$ cat config.mk
export PLATFORM = sky130hd
export DESIGN_NAME = upr_regs
export DESIGN_NICKNAME = d
export VERILOG_FILES = /design/src/logic/upr_pkg.sv /design/src/logic/upr_port_if.sv /design/src/logic/upr_regs.sv /design/src/logic/upr_port_slot.sv
export SDC_FILE = /design/constraint.sdc
export NUM_CORES = 1
export LEC_CHECK = 0
export ABC_AREA = 1
export BUFFER_PORTS_ARGS = -buffer_cell sky130_fd_sc_hd__buf_2
export CORE_MARGIN = 2
export CORE_UTILIZATION = 54
export CTS_CLUSTER_SIZE = 8
export DETAILED_ROUTE_END_ITERATION = 8
export HOLD_SLACK_MARGIN = 0.02
export PLACE_DENSITY = 0.88
export RECOVER_POWER = 25
export SLEW_MARGIN = 20
export SYNTH_ARGS = -nofsm -noshare
export SYNTH_HDL_FRONTEND = slang
export SYNTH_SLANG_ARGS = --single-unit
$ cat constraint.sdc
create_clock -name clk_in -period 2 [get_ports clk_in]
set_input_delay 0 -clock clk_in [delete_from_list [all_inputs] [get_ports clk_in]]
set_output_delay 0 -clock clk_in [all_outputs]
set_load 0.005 [all_outputs]
$ cat src/logic/upr_pkg.sv
package upr_pkg;
  // address spaces share one access port; a space select picks one of them
  localparam logic [11:0] OP_PM_BASE       = 12'h404;
  localparam logic [11:0] OP_LINK_BASE     = 12'h408;
  localparam logic [11:0] OP_PORT_STRIDE   = 12'h010;
  localparam logic [11:0] RT_MFINDEX_OFS   = 12'h000;
  localparam logic [11:0] RT_IRQ_CTRL_BASE = 12'h020;
  localparam logic [11:0] RT_IRQ_THR_BASE  = 12'h024;
  localparam logic [11:0] RT_SET_STRIDE    = 12'h020;
  localparam int          NUM_IRQ_SETS     = 8;
  localparam logic [31:0] THROTTLE_RST     = 32'h0000_0FA0;
  // field positions
  localparam int FORCE_ACCEPT_BIT = 16;
  localparam int U2_LSB           = 8;
  localparam int U1_LSB           = 0;
  localparam int TEST_CTRL_LSB    = 28;
  localparam int TARGET_SLOT_LSB  = 8;
  localparam int RESUME_DUR_LSB   = 4;
  localparam int WAKE_ALLOW_BIT   = 3;
  localparam int IRQ_ENABLE_BIT   = 1;
  localparam int IRQ_PENDING_BIT  = 0;
  // microframe tick timing
  localparam int CLK_PERIOD_NS    = 50;
  localparam int MICROFRAME_US    = 125;
  localparam int MICROFRAME_CYC   = (MICROFRAME_US * 1000) / CLK_PERIOD_NS;
  localparam int MF_CNT_W         = 12;
  localparam logic [MF_CNT_W-1:0] MF_LAST = MF_CNT_W'(MICROFRAME_CYC - 1);
  localparam logic [13:0] MF_IDX_RST = 14'h0000;
endpackage : upr_pkg

$ cat src/logic/upr_port_if.sv
`timescale 1ns/1ps
// write strobe and data handed from the decoder to one port slot
interface upr_port_if;
  logic        wr_pm;
  logic [31:0] wdata;
  logic        is_ss;
  logic [31:0] pm_rdata;
  modport ctl  (output wr_pm, output wdata, output is_ss, input pm_rdata);
  modport slot (input wr_pm, input wdata, input is_ss, output pm_rdata);
endinterface : upr_port_if

$ cat src/logic/upr_regs.sv
`timescale 1ns/1ps
module upr_regs #(
  parameter int NUM_PORTS = 4
) (
  input  wire logic                 clk_in,
  input  wire logic                 rst_b_in,
  input  wire logic                 por_b_in,
  input  wire logic                 acc_valid_in,
  input  wire logic                 acc_write_in,
  input  wire logic                 acc_runtime_in,
  input  wire logic [11:0]          acc_offset_in,
  input  wire logic [31:0]          acc_wdata_in,
  input  wire logic [NUM_PORTS-1:0] port_is_ss_in,
  input  wire logic [NUM_PORTS*3-1:0]  sleep_result_in,
  input  wire logic [NUM_PORTS*16-1:0] link_err_count_in,
  input  wire logic [7:0]           irq_event_in,
  output logic      [31:0]          acc_rdata_out,
  output logic                      acc_ack_out,
  output logic      [7:0]           irq_enable_out,
  output logic      [7:0]           irq_pending_out,
  output logic      [13:0]          microframe_counter_out
);
  typedef struct packed {
    logic [31:0]              rdata;
    logic                     ack;
    logic [7:0]               irq_enable;
    logic [7:0]               irq_pending;
    logic [7:0][31:0]         throttle;
    logic [13:0]              microframe_counter;
    logic [upr_pkg::MF_CNT_W-1:0] tick_cnt;
    logic [NUM_PORTS-1:0]     ss_meta;
    logic [NUM_PORTS-1:0]     ss_sync;
  } upr_regs_s;
  upr_regs_s r_ff, nxt_r;

  logic [NUM_PORTS-1:0]      pm_hit;
  logic [NUM_PORTS-1:0]      link_hit;
  logic [NUM_PORTS-1:0][31:0] pm_rd;
  logic [7:0]                ctrl_hit;
  logic [7:0]                thr_hit;
  logic [11:0]               ofs;

  // the runtime select marks accesses already offset from the runtime base
  assign ofs = acc_offset_in;

  // per-set and per-port address decode
  always_comb begin
    ctrl_hit = '0;
    thr_hit  = '0;
    pm_hit   = '0;
    link_hit = '0;
    for (int i = 0; i < upr_pkg::NUM_IRQ_SETS; i++) begin
      ctrl_hit[i] = acc_runtime_in
        && ofs == 12'(upr_pkg::RT_IRQ_CTRL_BASE + 12'(i) * upr_pkg::RT_SET_STRIDE);
      thr_hit[i]  = acc_runtime_in
        && ofs == 12'(upr_pkg::RT_IRQ_THR_BASE + 12'(i) * upr_pkg::RT_SET_STRIDE);
    end
    for (int p = 0; p < NUM_PORTS; p++) begin
      pm_hit[p]   = !acc_runtime_in
        && ofs == 12'(upr_pkg::OP_PM_BASE + 12'(p) * upr_pkg::OP_PORT_STRIDE);
      link_hit[p] = !acc_runtime_in
        && ofs == 12'(upr_pkg::OP_LINK_BASE + 12'(p) * upr_pkg::OP_PORT_STRIDE);
    end
  end

  // one slot per implemented port
  for (genvar g = 0; g < NUM_PORTS; g++) begin : g_port
    upr_port_if pif ();
    assign pif.wr_pm = acc_valid_in && acc_write_in && pm_hit[g];
    assign pif.wdata = acc_wdata_in;
    assign pif.is_ss = r_ff.ss_sync[g];
    assign pm_rd[g]  = pif.pm_rdata;
    upr_port_slot u_slot (
      .clk_in          (clk_in),
      .rst_b_in        (rst_b_in),
      .por_b_in        (por_b_in),
      .sleep_result_in (sleep_result_in[g*3 +: 3]),
      .bus             (pif.slot)
    );
  end

  // next state: counter, interrupt bits, throttle, read data
  always_comb begin
    nxt_r = r_ff;
    nxt_r.ack = acc_valid_in;
    nxt_r.ss_meta = port_is_ss_in;
    nxt_r.ss_sync = r_ff.ss_meta;
    // microframe tick and counter, wraps naturally at 14 bits
    if (r_ff.tick_cnt == upr_pkg::MF_LAST) begin
      nxt_r.tick_cnt = '0;
      nxt_r.microframe_counter = r_ff.microframe_counter + 14'h0001;
    end else begin
      nxt_r.tick_cnt = r_ff.tick_cnt + upr_pkg::MF_CNT_W'(1);
    end
    // software access to interrupter sets
    for (int i = 0; i < upr_pkg::NUM_IRQ_SETS; i++) begin
      if (acc_valid_in && acc_write_in && ctrl_hit[i]) begin
        nxt_r.irq_enable[i] = acc_wdata_in[upr_pkg::IRQ_ENABLE_BIT];
      end
      if (acc_valid_in && !acc_write_in && ctrl_hit[i]) begin
        nxt_r.irq_pending[i] = 1'b0;
      end
      if (irq_event_in[i]) begin
        nxt_r.irq_pending[i] = 1'b1; // set wins over the read clear
      end
      if (acc_valid_in && acc_write_in && thr_hit[i]) begin
        nxt_r.throttle[i] = acc_wdata_in;
      end
    end
    // read mux; unmapped and reserved space reads zero
    nxt_r.rdata = '0;
    if (acc_valid_in && !acc_write_in) begin
      if (acc_runtime_in && ofs == upr_pkg::RT_MFINDEX_OFS) begin
        nxt_r.rdata[13:0] = r_ff.microframe_counter;
      end
      for (int i = 0; i < upr_pkg::NUM_IRQ_SETS; i++) begin
        if (ctrl_hit[i]) begin
          nxt_r.rdata[upr_pkg::IRQ_ENABLE_BIT]  = r_ff.irq_enable[i];
          nxt_r.rdata[upr_pkg::IRQ_PENDING_BIT] = r_ff.irq_pending[i];
        end
        if (thr_hit[i]) begin
          nxt_r.rdata = r_ff.throttle[i];
        end
      end
      for (int p = 0; p < NUM_PORTS; p++) begin
        if (pm_hit[p]) begin
          nxt_r.rdata = pm_rd[p];
        end
        if (link_hit[p] && r_ff.ss_sync[p]) begin
          nxt_r.rdata[15:0] = link_err_count_in[p*16 +: 16];
        end
      end
    end
  end

  // state register
  always_ff @(posedge clk_in or negedge rst_b_in) begin
    if (!rst_b_in) begin
      r_ff <= '0;
      r_ff.microframe_counter <= upr_pkg::MF_IDX_RST;
      for (int i = 0; i < upr_pkg::NUM_IRQ_SETS; i++) begin
        r_ff.throttle[i] <= upr_pkg::THROTTLE_RST;
      end
    end else begin
      r_ff <= nxt_r;
    end
  end

  assign acc_rdata_out          = r_ff.rdata;
  assign acc_ack_out            = r_ff.ack;
  assign irq_enable_out         = r_ff.irq_enable;
  assign irq_pending_out        = r_ff.irq_pending;
  assign microframe_counter_out = r_ff.microframe_counter;
endmodule : upr_regs

$ cat src/logic/upr_port_slot.sv
`timescale 1ns/1ps
// per-port power-management register, both layouts
module upr_port_slot (
  input  wire logic   clk_in,
  input  wire logic   rst_b_in,
  input  wire logic   por_b_in,
  input  wire logic [2:0] sleep_result_in,
  upr_port_if.slot    bus
);
  typedef struct packed {
    logic       force_lpm_accept;
    logic [3:0] test_ctrl;
    logic [7:0] slot_or_u2;
    logic [3:0] resume_drive_duration;
    logic       remote_wake_allow;
  } upr_slot_s;
  typedef struct packed {
    logic [7:0] u2_idle_limit;
    logic [7:0] u1_idle_limit;
  } upr_sticky_s;
  upr_slot_s   st_ff, nxt_st;
  upr_sticky_s sk_ff, nxt_sk;

  // field updates on a write strobe
  always_comb begin
    nxt_st = st_ff;
    nxt_sk = sk_ff;
    if (bus.wr_pm) begin
      if (bus.is_ss) begin
        nxt_st.force_lpm_accept = bus.wdata[upr_pkg::FORCE_ACCEPT_BIT];
        nxt_sk.u2_idle_limit    = bus.wdata[upr_pkg::U2_LSB +: 8];
        nxt_sk.u1_idle_limit    = bus.wdata[upr_pkg::U1_LSB +: 8];
      end else begin
        nxt_st.test_ctrl             = bus.wdata[upr_pkg::TEST_CTRL_LSB +: 4];
        nxt_st.slot_or_u2            = bus.wdata[upr_pkg::TARGET_SLOT_LSB +: 8];
        nxt_st.resume_drive_duration = bus.wdata[upr_pkg::RESUME_DUR_LSB +: 4];
        nxt_st.remote_wake_allow     = bus.wdata[upr_pkg::WAKE_ALLOW_BIT];
      end
    end
  end

  // ordinary state on the function reset
  always_ff @(posedge clk_in or negedge rst_b_in) begin
    if (!rst_b_in) begin
      st_ff <= '0;
    end else begin
      st_ff <= nxt_st;
    end
  end

  // idle limits survive function reset, cleared by chip or power-on reset
  always_ff @(posedge clk_in or negedge por_b_in) begin
    if (!por_b_in) begin
      sk_ff <= '0;
    end else begin
      sk_ff <= nxt_sk;
    end
  end

  // read view, reserved bits zero
  always_comb begin
    bus.pm_rdata = '0;
    if (bus.is_ss) begin
      bus.pm_rdata[upr_pkg::FORCE_ACCEPT_BIT] = st_ff.force_lpm_accept;
      bus.pm_rdata[upr_pkg::U2_LSB +: 8]      = sk_ff.u2_idle_limit;
      bus.pm_rdata[upr_pkg::U1_LSB +: 8]      = sk_ff.u1_idle_limit;
    end else begin
      bus.pm_rdata[upr_pkg::TEST_CTRL_LSB +: 4]   = st_ff.test_ctrl;
      bus.pm_rdata[upr_pkg::TARGET_SLOT_LSB +: 8] = st_ff.slot_or_u2;
      bus.pm_rdata[upr_pkg::RESUME_DUR_LSB +: 4]  = st_ff.resume_drive_duration;
      bus.pm_rdata[upr_pkg::WAKE_ALLOW_BIT]       = st_ff.remote_wake_allow;
      bus.pm_rdata[2:0] = sleep_result_in;
    end
  end
endmodule : upr_port_slot

==> results by group <==
Clock tree
  • Clock Path Buffers: 3
  • Clk sinks: 475
  • Clock Latency Late Sink: 580 ps
  • Clock tree from TritonCTS: done
  • TritonCTS Buffers: 69
  • CTS Root Cell: clkbuf_16
  • H-tree depth: 3
  • Reg clk slew, reported paths: 50 ps

Flow run
  • Total of max-cap violations: 1

Route
  • WL met2: 36.79 mm
  • DR DRC count: 0
  • Post-route ant nets: 0
  • Max Used Layer: met4
  • Via count: 22.95k
  • Drt pass-1 iters: 8
  • Avg Vias per Cell: 6.160
  • Routed WL: 80.81 mm
  • Initial DRC count: 3635
  • Met1 WL: 28.21 mm
  • Routed len/inst: 21.69 µm
  • Wire length on met3: 10.05 mm

GRT
  • Gr usage total: 0.3589
  • Global-route wire length before repair: 122.5 mm
  • GR Overflow Total: 0
  • Vias in the first global route: 22.32k
  • Largest net degree at the start of global routing: 72
  • Initial antenna violation count: 1

Synthesis
  • Top cells by area, synth: dfrtp_1 (47%), nand2_1 (12%), o21ai_0 (12%)
  • Synth top area share: 0.4712
  • Post-synth EDFFs: 0
  • Mapped Cells: 2795
  • Top-count cell post-synth: nand2_1
  • Synth Area in XOR/XNOR: 0.006180
  • Mux share of post-synthesis cell area: 0
  • Compound-cell area share of the yosys netlist: 0.1800
  • Post-Syn Area per Cell: 8.113 µm²
  • Synth Register Bits: 475
  • Ys Warns: 0
  • Largest family of logic cells by synthesized area: simple AND/OR/NAND/NOR gates
  • Synth cell types: 46
  • Top FF cell, synth: dfrtp_1
  • Leading area contributor after synthesis: dfrtp_1
  • Netlist Area Pre-Place: 22680 µm²
  • Synthesized net count: 2935
  • Synth Area in Simple Gates: 0.1944
  • Register area share after synthesis: 0.5268
  • Adder-cell share of the synthesized area: 0.001104
  • Synth cell count leaders: nand2_1 (744), o21ai_0 (526), dfrtp_1 (427)
  • Synth async-reset ratio: 1.000

Timing
  • Least-Margin Pin Slew: 1540 ps
  • Final worst-path cycle share: 1.145
  • Unrepaired setup endpoints after global routing: true
  • Final Hold Vio Count: 0
  • F_max: 0.4369 GHz
  • Fin crit period: 2289 ps
  • Final Skew: 18.98 ps
  • PnR worst setup slack: -289.0 ps
  • Max_slew headroom: -0.02677
  • Setup-failing EPs final: 15
  • Fin. max-slew vios: 26

Power
  • LEAKAGE: 13.75 nW
  • Overall power: 21.48 mW
  • PD cells: 748.3 nW/µm²
  • Worst VDD drop: 0.8479 mV

Critical path
  • Critical setup path kind: reg -> reg
  • Crit start category: flip-flop
  • Critical Path End Type: flip-flop
  • Worst Path Required: 2510 ps
  • Worst-path fanout max: 2
  • WP data arrival: 2800 ps

Floorplan
  • Die Y: 208.9 µm
  • # rows: 75
  • Die area: 43650 µm²
  • Initial Util: 0.5443
  • Top Ports: 201
  • CORE AREA: 41670 µm²
  • Die width: 208.9 µm

Final layout
  • Share of cells above drive strength 1: 0.2263
  • P&R area growth vs syn: 26.59%
  • Final Util: 0.6890
  • Fill cells: 2857
  • Net count, final: 3291

Run status
  • Failing checks: capacitance limit, slew limit, setup timing
  • Outcome: finished, violations left

Placement
  • # port buffers: 200
  • Gpl congestion: 0.9692
  • DP HPWL: 48.86 mm

Hold path
  • Hold Path Class: in -> reg
## power breakdown
group / switching, mW / leakage (nW) / internal [mW]
Combinational: 0.714 / 6.45 / 0.346
Sequential: 0.0148 / 6.36 / 9.65
Clock: 4.25 / 0.943 / 6.50
Total: 4.98 / 13.7 / 16.5
## layout make-up
class	instances	area (µm²)	share of cell area
Sequential cell	475	11950	0.4163
Multi-Input combinational cell	1842	9144	0.3185
Clock buffer	101	1899	0.06616
Clock inverter	5	55.05	0.001918
Timing Repair Buffer	527	4073	0.1419
Tap cell	539	674.4	0.02349
Inverter	235	902.1	0.03143
Antenna cell	1	2.502	0.00008717
Timing Repair inverter	1	7.507	0.0002615
## cells in the final DEF (no fill, tap or decap), types with 6 or more instances in the layout
cell type	n
nand2_1	704
o21ai_0	496
dfrtp_1	425
inv_1	204
buf_4	194
buf_2	175
nor2_1	168
dlygate4sd3_1	89
nand3_1	83
clkbuf_16	72
o31ai_1	49
clkbuf_1	48
dfstp_2	48
o211ai_1	42
o21ai_1	39
nand2_2	36
a21oi_1	27
inv_2	26
buf_12	25
nand4_1	20
o21ai_2	18
a21oi_2	18
a31oi_1	16
buf_6	16
xor2_1	15
nand3_2	13
nor3_1	12
nor2_4	10
nor2_2	10
or2_2	7
o22ai_1	7
o21bai_1	7
nand2_4	6
## through the flow
step / TNS (ps) / hold WS, ps / instance area (µm²) / std cells / setup slack, ps
floorplan: 0 / -295.6 / 22680 / 2795 / 34.22
global placement: -41120 / -5.440 / 25120 / 3508 / -1104
detailed placement: -52420 / -7.219 / 25120 / 3508 / -1070
CTS: -767.1 / 22.44 / 28190 / 3705 / -331.4
global route: -4556 / 87.86 / 28700 / 3725 / -521.6
finish: -2006 / 63.28 / 28710 / 3726 / -289.0
## state kept, by name, summed over array words and instances (netlist names)
signal,cells
irq_enable_out,8
nxt_r,4
acc_rdata_out,32
g_port.pif.is_ss,4
microframe_counter_out,14
g_port.u_slot.sk_ff,64
r_ff,268
irq_pending_out,8
g_port.u_slot.st_ff,72
acc_ack_out,1
## worst paths after layout
path / end / slack (ps) / cells after the start / from
setup / recovery: acc_rdata_out[1]$_DFF_PN0_ / -290 / 26 / irq_enable_out[0]$_DFFE_PN0P_
hold / removal: acc_rdata_out[0]$_DFF_PN0_ / 60 / 9 / sleep_result_in[3]
setup reg to reg: acc_rdata_out[1]$_DFF_PN0_ / -290 / 26 / irq_enable_out[0]$_DFFE_PN0P_
hold reg to reg: g_port[0].pif.is_ss$_DFF_PN0_ / 350 / 0 / nxt_r[0]$_DFF_PN0_
max in group asynchronous: microframe_counter_out[7]$_DFFE_PN0N_ / 130 / 4 / rst_b_in
min in group asynchronous: g_port[3].u_slot.sk_ff[7]$_DFFE_PN0P_ / 560 / 3 / por_b_in
## worst max-delay path, cell delays in order, from the launching register on
cell and delay (ps):
dfrtp_1 360, inv_2 50, o2111ai_2 150, nand2_1 70
nand2_1 70, nand2_1 50, nand2_1 50, nand2_1 40
nand2_1 70, nand2_1 50, nand2_1 50, nand2_1 60
nand3_2 80, nand2_2 80, nand2_4 90, nand2_2 50
nand2_2 50, nand2_2 80, nand2_2 100, nand2_4 80
nand2_2 60, nand2_2 40, nand2_2 80, nand2_2 60
nand2_2 90, nand2_2 50, a21oi_2 130
## cell families after synthesis
family / Yosys count
xor+xnor: 16
fa+ha+maj: 2
buf+inv: 478
compound gates: 740
flops: 475
simple gates: 1084
## timing repair
| item | CTS | global route |
|---|---|---|
| setup buffers | 3 | 20 |
| pin swaps | 46 | 100 |
| resized for setup | 74 | 138 |
| endpoints found under the hold margin | 646 | 0 |
| endpoints found under the setup margin | 23 | 26 |
| gates cloned | 1 | 1 |
| hold buffers | 90 | 0 |
## routing by layer
| metal | global-route usage | vias to the layer above |
|---|---|---|
| li1 | - | 9795 |
| met4 | 0.2236 | 0 |
| met3 | 0.08491 | 452 |
| met2 | 0.5606 | 1849 |
| met5 | 0 | - |
| met1 | 0.4540 | 10860 |
Power figures use the tool's default switching activity.
